[src/design/its_pkg.sv]
package its_pkg;

  localparam int ITS_ADDR_W = 7;
  localparam int ITS_SLOTS = 4;
  localparam int ITS_BYTE_W = 8;
  localparam int ITS_FIFO_DEPTH = 32;
  localparam int ITS_DIV_W = 16;
  // bit counts inside a byte
  localparam logic [3:0] ITS_CNT_BYTE = 4'h8;
  localparam logic [3:0] ITS_CNT_LAST_TX = 4'h7;
  // pin synchroniser reset level (bus idle high)
  localparam logic [2:0] ITS_SYNC_RST = 3'h7;

  typedef struct packed {
    logic enable;
    logic qual_extend;
    logic [ITS_ADDR_W-1:0] address0_qualifier;
    logic [ITS_SLOTS-1:0][ITS_ADDR_W-1:0] target_address_field;
    logic [ITS_SLOTS-1:0] address_slot_disable;
  } its_cfg_t;

  typedef struct packed {
    logic software_wait_flag;
    logic not_holding_scl_flag;
    logic target_selected_flag;
    logic deselect_event_flag;
    logic [ITS_BYTE_W-1:0] matched_byte;
  } its_stat_t;

  localparam its_stat_t ITS_STAT_RST = '{
    software_wait_flag: 1'b0,
    not_holding_scl_flag: 1'b1,
    target_selected_flag: 1'b0,
    deselect_event_flag: 1'b0,
    matched_byte: 8'h00
  };

  typedef enum logic [9:0] {
    ITS_IDLE = 10'h001,
    ITS_ADDR = 10'h002,
    ITS_AACK = 10'h004,
    ITS_STRETCH = 10'h008,
    ITS_SETUP = 10'h010,
    ITS_RX = 10'h020,
    ITS_HOLD = 10'h040,
    ITS_RXACK = 10'h080,
    ITS_TX = 10'h100,
    ITS_TXACK = 10'h200
  } its_state_t;

endpackage : its_pkg

[src/design/its_target.sv]
// Functional notes
// RQ1 - Pending flag is up while the target waits on software.
// RQ2 - Not-holding flag reads 0 while SCL is held low, 1 otherwise.
// RQ3 - Selected flag sets on an address match and stays while addressed.
// RQ4 - A selected-to-unselected change latches a flag cleared by writing 1.
// RQ5 - The deselect flag is sticky and separate from the live selected bit.
// RQ6 - Four 7-bit address slots, each with its own disable.
// RQ7 - In mask mode the qualifier masks bits compared against slot 0.
// RQ8 - In extend mode slot 0 matches the range from slot 0 to the qualifier.
// RQ9 - The address byte after every start or repeated start is checked.
// RQ10 - The matched byte is readable, address high and direction in bit 0.
// RQ11 - Releasing a stretch first waits one clock-divider period.
// RQ12 - Software sets the divider above the bus data setup time.
// RQ13 - Matching and bus answers happen only while the target is enabled.
// RQ14 - Matched addresses are acknowledged, others left released as NACK.
module its_target #(
  parameter int DIV_W = 16,
  parameter int FIFO_DEPTH = 32
) (
  // system
  input wire logic sys_clk,
  input wire logic rst,
  input wire logic ce,
  // configuration
  input wire its_pkg::its_cfg_t cfg,
  input wire logic [DIV_W-1:0] bus_clock_divider,
  // software handshake
  input wire logic sw_continue,
  input wire logic [its_pkg::ITS_BYTE_W-1:0] tx_byte,
  input wire logic deselect_clear,
  // status
  output its_pkg::its_stat_t stat,
  output logic match_event,
  // received bytes
  output logic [its_pkg::ITS_BYTE_W-1:0] rx_data,
  output logic rx_valid,
  input wire logic rx_ready,
  // bus pins
  input wire logic scl_in,
  output logic scl_out,
  output logic scl_oe,
  input wire logic sda_in,
  output logic sda_out,
  output logic sda_oe
);
  import its_pkg::*;

  // refuse widths the down counter cannot serve
  if (DIV_W < 1 || DIV_W > 32 || FIFO_DEPTH < 2) begin : g_bad_param
    $error("its_target: unsupported divider width or fifo depth");
  end

  //////////////////////////////////////////////////////////////////////////
  // address matching

  // RQ6 four slots
  function automatic logic addr_hit(input logic [ITS_ADDR_W-1:0] a,
                                    input its_cfg_t c);
    logic h0;
    logic hit;
    logic [ITS_ADDR_W-1:0] a0;
    a0 = c.target_address_field[0];
    // RQ8 range match
    if (c.qual_extend) begin
      h0 = (a >= a0) && (a <= c.address0_qualifier);
    // RQ7 masked compare
    end else begin
      h0 = ((a ^ a0) & ~c.address0_qualifier) == '0;
    end
    hit = h0 && !c.address_slot_disable[0];
    for (int i = 1; i < ITS_SLOTS; i++) begin
      hit = hit || (!c.address_slot_disable[i] &&
                    a == c.target_address_field[i]);
    end
    return hit;
  endfunction : addr_hit

  //////////////////////////////////////////////////////////////////////////
  // pin synchronisers

  logic [2:0] scl_sync_r;
  logic [2:0] sda_sync_r;
  logic scl_s;
  logic scl_p;
  logic sda_s;
  logic sda_p;

  // bit 0 feeds only bit 1; bits 1 and 2 are safe to read
  always_ff @(posedge sys_clk) begin
    if (rst) begin
      scl_sync_r <= ITS_SYNC_RST;
      sda_sync_r <= ITS_SYNC_RST;
    end else if (ce) begin
      scl_sync_r <= {scl_sync_r[1:0], scl_in};
      sda_sync_r <= {sda_sync_r[1:0], sda_in};
    end
  end

  assign scl_s = scl_sync_r[1];
  assign scl_p = scl_sync_r[2];
  assign sda_s = sda_sync_r[1];
  assign sda_p = sda_sync_r[2];

  logic scl_rise;
  logic scl_fall;
  logic start_c;
  logic stop_c;

  assign scl_rise = scl_s && !scl_p;
  assign scl_fall = !scl_s && scl_p;
  assign start_c = scl_s && scl_p && sda_p && !sda_s;
  assign stop_c = scl_s && scl_p && !sda_p && sda_s;

  //////////////////////////////////////////////////////////////////////////
  // byte engine

  its_state_t st_r;
  its_state_t resume_r;
  logic [3:0] bit_cnt_r;
  logic [ITS_BYTE_W-1:0] shift_r;
  logic dir_rd_r;
  logic [DIV_W-1:0] div_cnt_r;
  logic scl_oe_r;
  logic sda_oe_r;
  logic match_event_r;
  logic fifo_in_ready;
  logic take;
  logic hit;

  // RQ9 address byte complete
  assign take = st_r == ITS_ADDR && scl_fall && bit_cnt_r == ITS_CNT_BYTE &&
                cfg.enable && !stop_c && !start_c;
  assign hit = addr_hit(shift_r[ITS_BYTE_W-1:1], cfg);

  always_ff @(posedge sys_clk) begin
    if (rst) begin
      st_r <= ITS_IDLE;
      resume_r <= ITS_IDLE;
      bit_cnt_r <= 4'h0;
      shift_r <= 8'h00;
      dir_rd_r <= 1'b0;
      div_cnt_r <= '0;
      scl_oe_r <= 1'b0;
      sda_oe_r <= 1'b0;
      match_event_r <= 1'b0;
    end else if (ce) begin
      match_event_r <= 1'b0;
      // RQ13 disabled target stays off the bus
      if (!cfg.enable || stop_c) begin
        st_r <= ITS_IDLE;
        scl_oe_r <= 1'b0;
        sda_oe_r <= 1'b0;
      // RQ9 start or repeated start
      end else if (start_c) begin
        st_r <= ITS_ADDR;
        bit_cnt_r <= 4'h0;
        scl_oe_r <= 1'b0;
        sda_oe_r <= 1'b0;
      end else begin
        unique case (st_r)
          ITS_IDLE: begin
          end
          ITS_ADDR: begin
            if (scl_rise && bit_cnt_r != ITS_CNT_BYTE) begin
              shift_r <= {shift_r[ITS_BYTE_W-2:0], sda_s};
              bit_cnt_r <= bit_cnt_r + 4'h1;
            end else if (take) begin
              // RQ14 ack or nack
              if (hit) begin
                sda_oe_r <= 1'b1;
                st_r <= ITS_AACK;
                match_event_r <= 1'b1;
                dir_rd_r <= shift_r[0];
              end else begin
                st_r <= ITS_IDLE;
              end
            end
          end
          ITS_AACK: begin
            if (scl_fall) begin
              sda_oe_r <= 1'b0;
              scl_oe_r <= 1'b1;
              st_r <= ITS_STRETCH;
            end
          end
          ITS_STRETCH: begin
            if (sw_continue) begin
              bit_cnt_r <= 4'h0;
              div_cnt_r <= bus_clock_divider;
              st_r <= ITS_SETUP;
              if (dir_rd_r) begin
                shift_r <= tx_byte;
                sda_oe_r <= !tx_byte[ITS_BYTE_W-1];
                resume_r <= ITS_TX;
              end else begin
                resume_r <= ITS_RX;
              end
            end
          end
          // RQ11 one divider period before release
          ITS_SETUP: begin
            if (div_cnt_r == '0) begin
              scl_oe_r <= 1'b0;
              st_r <= resume_r;
            end else begin
              div_cnt_r <= div_cnt_r - 1'b1;
            end
          end
          ITS_RX: begin
            if (scl_rise && bit_cnt_r != ITS_CNT_BYTE) begin
              shift_r <= {shift_r[ITS_BYTE_W-2:0], sda_s};
              bit_cnt_r <= bit_cnt_r + 4'h1;
            end else if (scl_fall && bit_cnt_r == ITS_CNT_BYTE) begin
              scl_oe_r <= 1'b1;
              st_r <= ITS_HOLD;
            end
          end
          // full fifo keeps scl low instead of dropping data
          ITS_HOLD: begin
            if (fifo_in_ready) begin
              sda_oe_r <= 1'b1;
              div_cnt_r <= bus_clock_divider;
              resume_r <= ITS_RXACK;
              st_r <= ITS_SETUP;
            end
          end
          ITS_RXACK: begin
            if (scl_fall) begin
              sda_oe_r <= 1'b0;
              bit_cnt_r <= 4'h0;
              st_r <= ITS_RX;
            end
          end
          ITS_TX: begin
            if (scl_fall) begin
              if (bit_cnt_r == ITS_CNT_LAST_TX) begin
                sda_oe_r <= 1'b0;
                bit_cnt_r <= 4'h0;
                st_r <= ITS_TXACK;
              end else begin
                shift_r <= {shift_r[ITS_BYTE_W-2:0], 1'b0};
                sda_oe_r <= !shift_r[ITS_BYTE_W-2];
                bit_cnt_r <= bit_cnt_r + 4'h1;
              end
            end
          end
          ITS_TXACK: begin
            if (scl_rise) begin
              if (sda_s) begin
                st_r <= ITS_IDLE;
              end else begin
                bit_cnt_r <= ITS_CNT_BYTE;
              end
            end else if (scl_fall && bit_cnt_r == ITS_CNT_BYTE) begin
              scl_oe_r <= 1'b1;
              st_r <= ITS_STRETCH;
            end
          end
          default: begin
            st_r <= ITS_IDLE;
            scl_oe_r <= 1'b0;
            sda_oe_r <= 1'b0;
          end
        endcase
      end
    end
  end

  //////////////////////////////////////////////////////////////////////////
  // receive fifo

  logic fifo_in_valid;

  assign fifo_in_valid = st_r == ITS_HOLD && cfg.enable && !stop_c &&
                         !start_c;

  its_fifo #(
    .WIDTH(ITS_BYTE_W),
    .DEPTH(FIFO_DEPTH)
  ) its_fifo_inst (
    .sys_clk(sys_clk),
    .rst(rst),
    .ce(ce),
    .in_valid(fifo_in_valid),
    .in_ready(fifo_in_ready),
    .in_data(shift_r),
    .out_valid(rx_valid),
    .out_ready(rx_ready),
    .out_data(rx_data)
  );

  //////////////////////////////////////////////////////////////////////////
  // status

  its_stat_t stat_r;
  logic sel_nxt;
  logic held;

  assign held = st_r == ITS_STRETCH || st_r == ITS_HOLD;

  // RQ3 set on match, drop on stop, miss or disable
  always_comb begin
    if (take && hit) begin
      sel_nxt = 1'b1;
    end else if (stop_c || !cfg.enable || (take && !hit)) begin
      sel_nxt = 1'b0;
    end else begin
      sel_nxt = stat_r.target_selected_flag;
    end
  end

  always_ff @(posedge sys_clk) begin
    if (rst) begin
      stat_r <= ITS_STAT_RST;
    end else if (ce) begin
      // RQ1 waiting on software
      stat_r.software_wait_flag <= held;
      // RQ2 inverted hold indication
      stat_r.not_holding_scl_flag <= !scl_oe_r;
      stat_r.target_selected_flag <= sel_nxt;
      // RQ4 RQ5 sticky, set wins over clear
      stat_r.deselect_event_flag <=
        (stat_r.target_selected_flag && !sel_nxt) ||
        (stat_r.deselect_event_flag && !deselect_clear);
      // RQ10 address high, direction low
      if (take && hit) begin
        stat_r.matched_byte <= shift_r;
      end
    end
  end

  assign stat = stat_r;
  assign match_event = match_event_r;
  assign scl_oe = scl_oe_r;
  assign sda_oe = sda_oe_r;
  // open drain: the driven level is always low
  assign scl_out = 1'b0;
  assign sda_out = 1'b0;
endmodule : its_target

[src/design/its_fifo.sv]
module its_fifo #(
  parameter int WIDTH = 8,
  parameter int DEPTH = 32
) (
  // system
  input wire logic sys_clk,
  input wire logic rst,
  input wire logic ce,
  // fill side
  input wire logic in_valid,
  output logic in_ready,
  input wire logic [WIDTH-1:0] in_data,
  // drain side
  output logic out_valid,
  input wire logic out_ready,
  output logic [WIDTH-1:0] out_data
);
  localparam int AW = $clog2(DEPTH);

  // pointer wrap only works for power-of-two depths
  if (DEPTH < 2 || (1 << AW) != DEPTH || WIDTH < 1) begin : g_bad_param
    $error("its_fifo: depth must be a power of two of at least 2");
  end

  logic [WIDTH-1:0] mem [DEPTH];
  logic [AW:0] wr_ptr_r;
  logic [AW:0] rd_ptr_r;
  logic do_wr;
  logic do_rd;

  // extra pointer bit tells full from empty
  assign in_ready = (wr_ptr_r ^ rd_ptr_r) != {1'b1, {AW{1'b0}}};
  assign out_valid = wr_ptr_r != rd_ptr_r;
  assign out_data = mem[rd_ptr_r[AW-1:0]];
  assign do_wr = ce && in_valid && in_ready;
  assign do_rd = ce && out_valid && out_ready;

  always_ff @(posedge sys_clk) begin
    if (do_wr) begin
      mem[wr_ptr_r[AW-1:0]] <= in_data;
    end
  end

  always_ff @(posedge sys_clk) begin
    if (rst) begin
      wr_ptr_r <= '0;
      rd_ptr_r <= '0;
    end else begin
      if (do_wr) begin
        wr_ptr_r <= wr_ptr_r + 1'b1;
      end
      if (do_rd) begin
        rd_ptr_r <= rd_ptr_r + 1'b1;
      end
    end
  end

endmodule : its_fifo

[config.mk]
export PLATFORM = sky130hd
export DESIGN_NAME = its_target
export DESIGN_NICKNAME = d
export VERILOG_FILES = /design/src/design/its_pkg.sv /design/src/design/its_target.sv /design/src/design/its_fifo.sv
export SDC_FILE = /design/constraint.sdc
export NUM_CORES = 1
export LEC_CHECK = 0
export ABC_AREA = 1
export BUFFER_PORTS_ARGS = -buffer_cell sky130_fd_sc_hd__buf_2
export CAP_MARGIN = 20
export CORE_MARGIN = 10
export CORE_UTILIZATION = 40
export CTS_BUF_LIST = sky130_fd_sc_hd__clkbuf_4
export DETAILED_ROUTE_END_ITERATION = 10
export PLACE_DENSITY = 0.54
export RECOVER_POWER = 25
export REMOVE_ABC_BUFFERS = 1
export SETUP_SLACK_MARGIN = 0.05
export SLEW_MARGIN = 20
export SYNTH_ARGS = -nofsm -noshare
export SYNTH_HDL_FRONTEND = slang
export SYNTH_SLANG_ARGS = --single-unit
export TNS_END_PERCENT = 5
[constraint.sdc]
create_clock -name sys_clk -period 4.3 [get_ports sys_clk]
set_input_delay 0.86 -clock sys_clk [delete_from_list [all_inputs] [get_ports sys_clk]]
set_output_delay 0.86 -clock sys_clk [all_outputs]
set_load 0.005 [all_outputs]
==> metrics.md, run 1 <==
| Metric | Value |
|---|---|
| Violated checks | max-capacitance violations, max-slew violations |
| Final hold slack | 0.4079 ns |
| PortBufs | 96 |
| Synth top area share | 49.25% |
| Fin area | 17620 sq um |
| Status | finished, violations left |
| DR DRC count | 0 |
| DIE WIDTH | 217.5 um |
| Top FF cell, synth | edfxtp_1 |
| RSZ-0062 raised after global routing | no |
| Most instantiated cells after synthesis | nor2_1, edfxtp_1, nand2_1, o21ai_0, inv_1 |
| Critical path fanouts, max | 64 |
| Height of the die | 217.5 um |
| Fmax | 247.8 MHz |
| RePlAce Congestion | 0.9015 |
| Fraction of registers with async set/reset | 0% |
| Peak VDD IR | 0.1893 mV |
| Rows | 72 |
| First-pass GRT wire length | 70080 um |
| Die area | 47330 sq um |
| Total power per unit cell area | 374.6 nW/um^2 |
| Setup violators final | 0 |
| Largest net degree at the start of global routing | 81 |
| Pleak | 7.134 nW |
| Post-layout nets | 1846 |
| Max-cap viol count | 6 |
| Cells after synthesis | 1625 |
| Critical Path RT | 3.44 ns |
| Routed Antenna Nets | 0 |
| CP Class | reg -> out |
| Hpwl dp | 29780 um |
| Synth area leader | edfxtp_1 |
| Reg clk slew, reported paths | 0.06 ns |
| Share of post-route cells with drive strength above 1 | 15.79% |
| Inst Count DP | 2178 |
| Worst hold path type | in -> reg |
| CP startpoint kind | register |
| Top cells by area, synth | edfxtp_1, dfxtp_1, nor2_1 |
| Min Tclk post-route | 4.035 ns |
| Clock sink total | 337 |
| WHS Path Cells | 3 |
| Most frequent cell after synthesis | nor2_1 |
| IO Pins | 99 |
| Non-Filler Instances | 2324 |
| Initial DRC Count | 1012 |
| TritonRoute pass-1 iters | 5 |
| GRT Residual Overflow | 0 |
| Worst Setup End Kind | output pin |
| Worst reg2reg path depth | 11 |
| Seq/Total Area, Yosys | 59.63% |
| Starting Density | 40.39% |
| # H-tree levels | 3 |
| Final hold viol count | 0 |
| Core ar. | 38650 sq um |
| CTS tree | yes |
| Slew @ Worst Pin | 2.138 ns |
| GR Util All Layers | 18.91% |
| Per-cell routed wire length | 19.43 um |
| Setup TNS Final | 0 ns |
| Yosys Warn Count | 0 |
| CTS Buffer Depth | 3 |
| Vias in the first global route | 12320 |
| CTS Buf Count | 88 |
| P&R area growth vs syn | 12.86% |
| Hold Startpoint | scl_in |
| Worst path arrival time | 3.18 ns |
| Fin crit share | 93.85% |
| Post-synthesis register bit count | 337 |
| Placed cell areas | 16560 sq um |
| Root Driver | clkbuf_4 |
| Number of flops mapped to enable cells by yosys | 256 |
| Synthesized area | 15610 sq um |
| RR Startpoint | shift_r[5] |
| Max-slew violations | 192 |
| Via count | 12380 |
| Final wirelength | 45160 um |
| Final Util | 45.58% |
| Clk_lat worst skew | 0.73 ns |
| Max transition margin | -42.56% |
| Worst Skew | 0.05270 ns |
| Mean post-synth cell area | 9.606 sq um |
| Synth unique cells | 48 |
| Antenna violations before repair | 3 |
| Routed vias/inst | 5.328 |
timing repair:
| action | in CTS | in global routing |
|---|---|---|
| buffers inserted | 0 | 1 |
| gates resized for setup | 0 | 0 |
| hold buffers | 0 | 0 |
| endpoints found under the setup margin | 0 | 2 |
critical path: stages, from the launching register on:
cell     delay, ns
dfxtp_2       0.33
inv_2         0.72
o21ai_0       0.29
o22ai_1       0.40
o21ai_0       0.21
a32oi_1       0.32
buf_2         0.17
worst paths after layout:
kind / slack, ns / end
max reg2reg: 0.58 / stat[0]
min: 0.41 / scl_sync_r[0]
min reg2reg: 0.45 / stat[3]
max: 0.26 / rx_data[5]
registers in the layout (all words and copies together) (netlist names), named ones only:
name,count
scl_oe,1
match_event,1
bit_cnt_r,4
scl_sync_r,3
dir_rd_r,1
its_fifo_inst.mem,256
div_cnt_r,16
resume_r,4
st_r,10
sda_oe,1
its_fifo_inst.rd_ptr_r,6
shift_r,8
stat,12
its_fifo_inst.wr_ptr_r,6
sda_sync_r,3
area by class of cell:
cell class / instances / area, sq um
timing repair buffer: 113 / 633.1
multi-input combinational: 1075 / 5454
inverter: 136 / 514.2
fill: 3801 / 21030
sequential: 337 / 9314
clock inverter: 18 / 105.1
antenna: 1 / 2.502
tap: 518 / 648.1
clock buffer: 126 / 945.9
power by group:
| group | total [mW] | switching, mW | internal, mW | leakage, nW |
|---|---|---|---|---|
| registers | 3.53 | 0.0357 | 3.49 | 3.27 |
| clock network | 2.65 | 1.26 | 1.39 | 0.629 |
| logic | 0.420 | 0.283 | 0.137 | 3.23 |
layout by cell type (no fill, tap or decap), drive strengths merged, types with 14 or more instances in the layout:
cell type,count
o22ai,14
nand3,82
edfxtp,256
dfxtp,81
clkbuf,132
nor3,28
nor2,314
o221ai,50
inv,135
a21oi,55
ha,22
o21ai,203
nand2,221
buf,107
clkinv,17
routing by layer:
metal	part of all wire, %	vias up	track usage, %
li1	-	5968	-
met1	43	5924	23.81
met2	49	399	31.89
met3	5.6	88	3.662
met4	2.4	4	6.525
met5	0.049	-	0
per-stage QoR:
step,total power [mW],setup slack (ns)
finish,6.600,0.2646
global route,6.918,0.09867
CTS,6.684,0.1164
detailed placement,4.016,0.9294
global placement,4.010,0.9862
floorplan,3.866,-1.488
cell families after synthesis:
logic type	Yosys count	synth area share (%)
compound gates	355	13.27
buf+inv	214	5.450
flops	337	59.63
simple gates	671	18.44
mux	2	0.1283
fa+ha+maj	22	1.763
other cells	1	0.02402
xor+xnor	23	1.290
Power figures use the tool's default switching activity.
==> inputs of run 2 (changes only) <==
--- a/config.mk
+++ b/config.mk
@@ -10,7 +10,6 @@
 export CAP_MARGIN = 20
 export CORE_MARGIN = 10
 export CORE_UTILIZATION = 40
-export CTS_BUF_LIST = sky130_fd_sc_hd__clkbuf_4
 export DETAILED_ROUTE_END_ITERATION = 10
 export PLACE_DENSITY = 0.54
 export RECOVER_POWER = 25
@@ -19,5 +18,6 @@
 export SLEW_MARGIN = 20
 export SYNTH_ARGS = -nofsm -noshare
 export SYNTH_HDL_FRONTEND = slang
+export SYNTH_HIERARCHICAL = 1
 export SYNTH_SLANG_ARGS = --single-unit
 export TNS_END_PERCENT = 5
==> run 2 against run 1 <==
  * Worst hold slack better by 0.039 ns
  * Sequential power hardly changed
  * Highest routed layer unchanged
  * Clock power is 21% higher
  * The flow still finishes with violations (max-capacitance violations, max-slew violations)
  * Register-to-register slack better by 0.51 ns
  * Largest cell class unchanged
==> metrics.md, run 2 <==
| Metric | Value |
|---|---|
| Fin crit share | 86.83% |
| Mean post-synth cell area | 8.903 sq um |
| CTS Buf Count | 39 |
| Final Power | 7.076 mW |
| Pleak | 7.922 nW |
| Starting Density | 40.77% |
| Dpl ws | 1.090 ns |
| # H-tree levels | 2 |
| Via count | 12740 |
| Synth top area share | 47.13% |
| Crit-path slowest cell | dfxtp_4 |
| Top FF cell, synth | edfxtp_1 |
| CTS tree | yes |
| Worst hold path type | reg -> reg |
| Critical path fanouts, max | 96 |
| Setup TNS Final | 0 ns |
| Height of the die | 221.9 um |
| Placed cell areas | 17220 sq um |
| Peak VDD IR | 0.2743 mV |
| Critical-path cell list | clkinv_2 -> buf_12 -> nand2_1 -> nand3_1 -> nand3_1 -> nand2_1 -> nand2_1 -> nand2_1 -> nand2_1 -> nand2_1 -> buf_2 |
| Slew @ Worst Pin | 2.201 ns |
| Area of all sequential standard cells | 9314 sq um |
| First-pass GRT wire length | 72200 um |
| RePlAce Congestion | 0.8549 |
| Critical Path RT | 3.44 ns |
| Min Tclk post-route | 3.734 ns |
| Violated checks | max-capacitance violations, max-slew violations |
| Routed Antenna Nets | 0 |
| DIE WIDTH | 221.9 um |
| Cell mode on critical path | nand2_1 |
| CTS Hold Bufs | 0 |
| Largest net degree at the start of global routing | 97 |
| DR DRC count | 0 |
| Worst path max stage delay | 0.57 ns |
| Filler instances | 3948 |
| Max reg flops | 256 |
| Status | finished, violations left |
| Vias in the first global route | 12690 |
| Worst path arrival time | 2.87 ns |
| Reg clk slew, reported paths | 0.06 ns |
| Post-CTS Setup Bufs | 0 |
| Max transition margin | -46.74% |
| Post-synthesis register bit count | 337 |
| RSZ-0062 raised after global routing | no |
| Final wirelength | 46040 um |
| Most frequent cell after synthesis | nand2_1 |
| Number of flops mapped to enable cells by yosys | 256 |
| Clk_lat worst skew | 0.54 ns |
| Seq/Total Area, Yosys | 57.08% |
| CP Class | reg -> out |
| Worst Slack Setup Final | 0.5662 ns |
| Share of post-route cells with drive strength above 1 | 13.23% |
| Most instantiated cells after synthesis | nand2_1, nand3_1, edfxtp_1, nor2_1, inv_1 |
| Clock sink total | 337 |
| Synth area leader | edfxtp_1 |
| Max-cap viol count | 4 |
| IO Pins | 99 |
| Post-layout nets | 2007 |
| Synthesized area | 16310 sq um |
| Buf/Inv on CP | 3 |
| Hpwl dp | 30510 um |
| Diodes inserted | 0 |
| P&R area growth vs syn | 13.04% |
| CTS Buffer Depth | 3 |
| Worst Skew | 0.02172 ns |
| CP startpoint kind | register |
| Synth unique cells | 56 |
| GR Util All Layers | 18.14% |
| Final hold viol count | 0 |
| Root Driver | clkbuf_16 |
| Commonest cells after routing, fill and taps aside | nand2_1, nand3_1, edfxtp_1 |
| PortBufs | 96 |
| Antenna violations before repair | 1 |
| Fmax | 267.8 MHz |
| Fin area | 18440 sq um |
| TritonRoute pass-1 iters | 5 |
| Initial DRC Count | 1104 |
| Routed vias/inst | 5.163 |
| Die area | 49250 sq um |
| Rows | 73 |
| GRT Residual Overflow | 0 |
| Cells after synthesis | 1832 |
| Post-cts resize count | 0 |
| Core ar. | 40010 sq um |
| Yosys Warn Count | 6 |
| Worst Setup End Kind | output pin |
| Total power per unit cell area | 383.8 nW/um^2 |
| Fraction of registers with async set/reset | 0% |
| Delay-heaviest family, CP | buffers and inverters |
| Per-cell routed wire length | 18.66 um |
| Top cells by area, synth | edfxtp_1, nand2_1, dfxtp_1 |
| Most common cell after layout, fill and taps aside | nand2_1 |
| Max-slew violations | 129 |
| Footprint of the multi-input gates | 6080 sq um |
| Setup violators final | 0 |
==> run 2: changes by cell type after synthesis, sizes merged, moves of 36 or more <==
cell,delta
o221ai,-50
o21ai,-153
nor2,-125
nand2,+396
buf,+37
clkbuf,-36
nand3,+187
==> run 2: layout make-up <==
class	count	share of cell area, %
repair buffers	117	3.420
clock buffers	49	5.741
inverters	132	2.789
flip-flops and latches	337	50.52
well taps	525	3.563
multi-input cells	1285	32.98
clock inverters	22	0.9908
==> run 2: kinds of logic after synthesis <==
kind of cell,count (synthesis),share of synthesized area (%)
other cells,1,0.02299
buf+inv,211,5.669
flops,337,57.08
compound gates,109,3.782
xor+xnor,20,1.074
simple gates,1131,30.63
mux,1,0.06138
fa+ha+maj,22,1.688
==> run 2: power breakdown <==
group	internal (mW)	switching (mW)
Clock	1.88	1.32
Sequential	3.48	0.0294
Combinational	0.122	0.240
==> run 2: metal layers <==
layer	share of wire [%]	track usage [%]	wire length, um	vias to the layer above
met5	0.020	0	9	-
met4	1.8	4.527	833	2
met3	5.1	2.953	2369	62
met2	48	30.35	22210	321
met1	45	23.93	20620	6104
li1	-	-	-	6249
==> run 2: path summary, 6_finish.rpt <==
| path | from | to | slack [ns] | cells past startpoint |
|---|---|---|---|---|
| max | register | rx_data[0] | 0.57 | 11 |
| min | stat[7] | stat[7] | 0.45 | 2 |
| max reg2reg | st_r[9] | its_fifo_inst/mem[10][2] | 1.09 | 9 |
| min reg2reg | stat[7] | stat[7] | 0.45 | 2 |
==> run 2: per-stage QoR <==
stage	utilization [%]	hold WS [ns]	cells
2_1_floorplan	-	0.4292	1754
3_3_place_gp	43.04	0.4324	2396
3_5_place_dp	43.04	0.4329	2396
4_1_cts	46.15	0.4485	2467
5_1_grt	46.08	0.4759	2467
6_report	46.08	0.4472	2467
==> run 2: worst reg2reg max path: cells and delay by family, from the launching register on <==
family / cells / cell delay (ns)
buf+inv: 2 / 0.38
flops: 1 / 0.37
simple gates: 7 / 2.12
==> inputs of run 3 (changes only) <==
--- a/config.mk
+++ b/config.mk
@@ -9,12 +9,14 @@
 export BUFFER_PORTS_ARGS = -buffer_cell sky130_fd_sc_hd__buf_2
 export CAP_MARGIN = 20
 export CORE_MARGIN = 10
-export CORE_UTILIZATION = 40
+export CORE_UTILIZATION = 55
 export DETAILED_ROUTE_END_ITERATION = 10
-export PLACE_DENSITY = 0.54
+export MAX_ROUTING_LAYER = met4
+export PLACE_DENSITY = 0.71
 export RECOVER_POWER = 25
 export REMOVE_ABC_BUFFERS = 1
 export SETUP_SLACK_MARGIN = 0.05
+export SKIP_CTS_REPAIR_TIMING = 1
 export SLEW_MARGIN = 20
 export SYNTH_ARGS = -nofsm -noshare
 export SYNTH_HDL_FRONTEND = slang
==> run 3 against run 2 <==
  * The flow still finishes with violations (max-capacitance violations, max-slew violations)
  * Clock power about the same
  * Utilization up 17 points
  * Via count grew 0.57%
  * Count of clock-buffer cells in the layout shrank 6
  * Die area shrank 25%
==> metrics.md, run 3 (same netlist as run 2, synthesis figures left out) <==
| Metric | Value |
|---|---|
| Max transition margin | -53.25% |
| Crit-path slowest cell | clkbuf_1 |
| CTS tree | yes |
| DIE WIDTH | 192.2 um |
| Final hold viol count | 0 |
| Max reg flops | 256 |
| Total power per unit cell area | 387.0 nW/um^2 |
| Rows | 62 |
| IO Pins | 99 |
| CP Class | reg -> reg |
| TritonRoute pass-1 iters | 6 |
| Buf/Inv on CP | 2 |
| GRT Residual Overflow | 0 |
| Height of the die | 192.2 um |
| Routed Antenna Nets | 0 |
| Antenna violations before repair | 1 |
| Worst path max stage delay | 1.46 ns |
| P&R area growth vs syn | 11.95% |
| CTS Buf Count | 36 |
| DR DRC count | 0 |
| Final wirelength | 41680 um |
| CTS Buffer Depth | 3 |
| Hpwl dp | 27460 um |
| Reg clk slew, reported paths | 0.06 ns |
| Core ar. | 29010 sq um |
| PortBufs | 96 |
| Pleak | 7.879 nW |
| Reg-to-Reg End | stat[1] |
| GR Util All Layers | 23.46% |
| Worst Setup End Kind | register |
| Min Tclk post-route | 3.737 ns |
| Violated checks | max-capacitance violations, max-slew violations |
| Critical-path cell list | clkbuf_1 -> inv_1 -> o21ai_0 -> nor2_1 -> nand2_1 -> nor2_1 -> nor2_1 -> nand2_1 -> nand3b_4 -> o21ai_0 -> a21oi_1 |
| Routed vias/inst | 5.514 |
| Share of post-route cells with drive strength above 1 | 12.90% |
| Final Util | 62.93% |
| WHS Path Cells | 2 |
| Vias in the first global route | 12370 |
| Clk_lat worst skew | 0.53 ns |
| Worst Skew | 0.02698 ns |
| Flop-to-flop setup slack | 0.56 ns |
| Setup violators final | 0 |
| First-pass GRT wire length | 66870 um |
| CP Capture Point | stat[1] |
| RSZ-0062 raised after global routing | no |
| # H-tree levels | 2 |
| Via count | 12810 |
| Most common cell after layout, fill and taps aside | nand2_1 |
| Post-layout nets | 2006 |
| Critical path fanouts, max | 37 |
| Root Driver | clkbuf_16 |
| Setup TNS Final | 0 ns |
| Critical Path RT | 4.74 ns |
| CP Depth | 11 |
| Cell mode on critical path | nor2_1 |
| Max-slew violations | 112 |
| Slew @ Worst Pin | 2.299 ns |
| Clock sink total | 337 |
| Peak VDD IR | 0.3003 mV |
| Fin crit share | 86.90% |
| Delay-heaviest family, CP | buffers and inverters |
| CP startpoint kind | register |
| Crit path from | shift_r[4] |
| RePlAce Congestion | 0.9848 |
| Worst path arrival time | 4.17 ns |
| Status | finished, violations left |
| Worst hold path type | reg -> reg |
| Max-cap viol count | 3 |
| Commonest cells after routing, fill and taps aside | nand2_1, nand3_1, edfxtp_1 |
| RR Startpoint | shift_r[4] |
| Largest net degree at the start of global routing | 90 |
| Starting Density | 56.21% |
| Fmax | 267.6 MHz |
| Per-cell routed wire length | 17.94 um |
| Worst reg2reg path depth | 11 |
| Die area | 36940 sq um |
| Initial DRC Count | 1322 |
run 3: how the worst min path moves through the flow:
| stage | from | endpoint |
|---|---|---|
| 2_1_floorplan | sda_sync_r[0] | sda_sync_r[0] |
| 3_3_place_gp | stat[0] | stat[0] |
| 3_5_place_dp | stat[0] | stat[0] |
| 4_1_cts | stat[6] | stat[6] |
| 5_1_grt | stat[1] | stat[1] |
| 6_report | stat[6] | stat[6] |
run 3: worst min-delay path, delay by kind of cell, from the launching register on:
kind	cells	cell delay [ns]
buffers and inverters	1	0.04
flip-flops	1	0.31
AO/OA/AOI/OAI	1	0.05
run 3: power by group:
group | internal (mW) | switching (mW) | leakage, nW
logic | 0.122 | 0.238 | 3.81
clock network | 1.93 | 1.26 | 0.577
registers | 3.48 | 0.0288 | 3.49
total | 5.54 | 1.53 | 7.88
run 3: layout make-up:
cell class	instances	area [sq um]
fillers	2468	10750
flip-flops and latches	337	9314
multi-input cells	1285	6080
clock buffers	43	937.1
repair buffers	119	641.9
inverters	132	514.2
well taps	384	480.5
clock inverters	22	289.0
diodes	1	2.502
run 3: layer usage:
metal	GRT usage (%)	routed length [um]	vias to the layer above
met5	-	0	-
met1	30.64	17640	6009
met3	3.391	3041	73
li1	-	-	6249
met4	5.725	920	0
met2	37.97	20070	479
run 3: metrics by stage:
| step | area (sq um) | std cells | power, mW | setup slack, ns | hold WS (ns) |
|---|---|---|---|---|---|
| floorplan | 15900 | 1754 | 3.809 | -1.894 | 0.4292 |
| global placement | 17060 | 2257 | 3.932 | 1.153 | 0.4342 |
| detailed placement | 17060 | 2257 | 3.939 | 1.067 | 0.4380 |
| CTS | 18280 | 2322 | 7.110 | 0.7094 | 0.4499 |
| global route | 18260 | 2323 | 7.312 | 0.2419 | 0.4752 |
| finish | 18260 | 2323 | 7.067 | 0.5632 | 0.4444 |
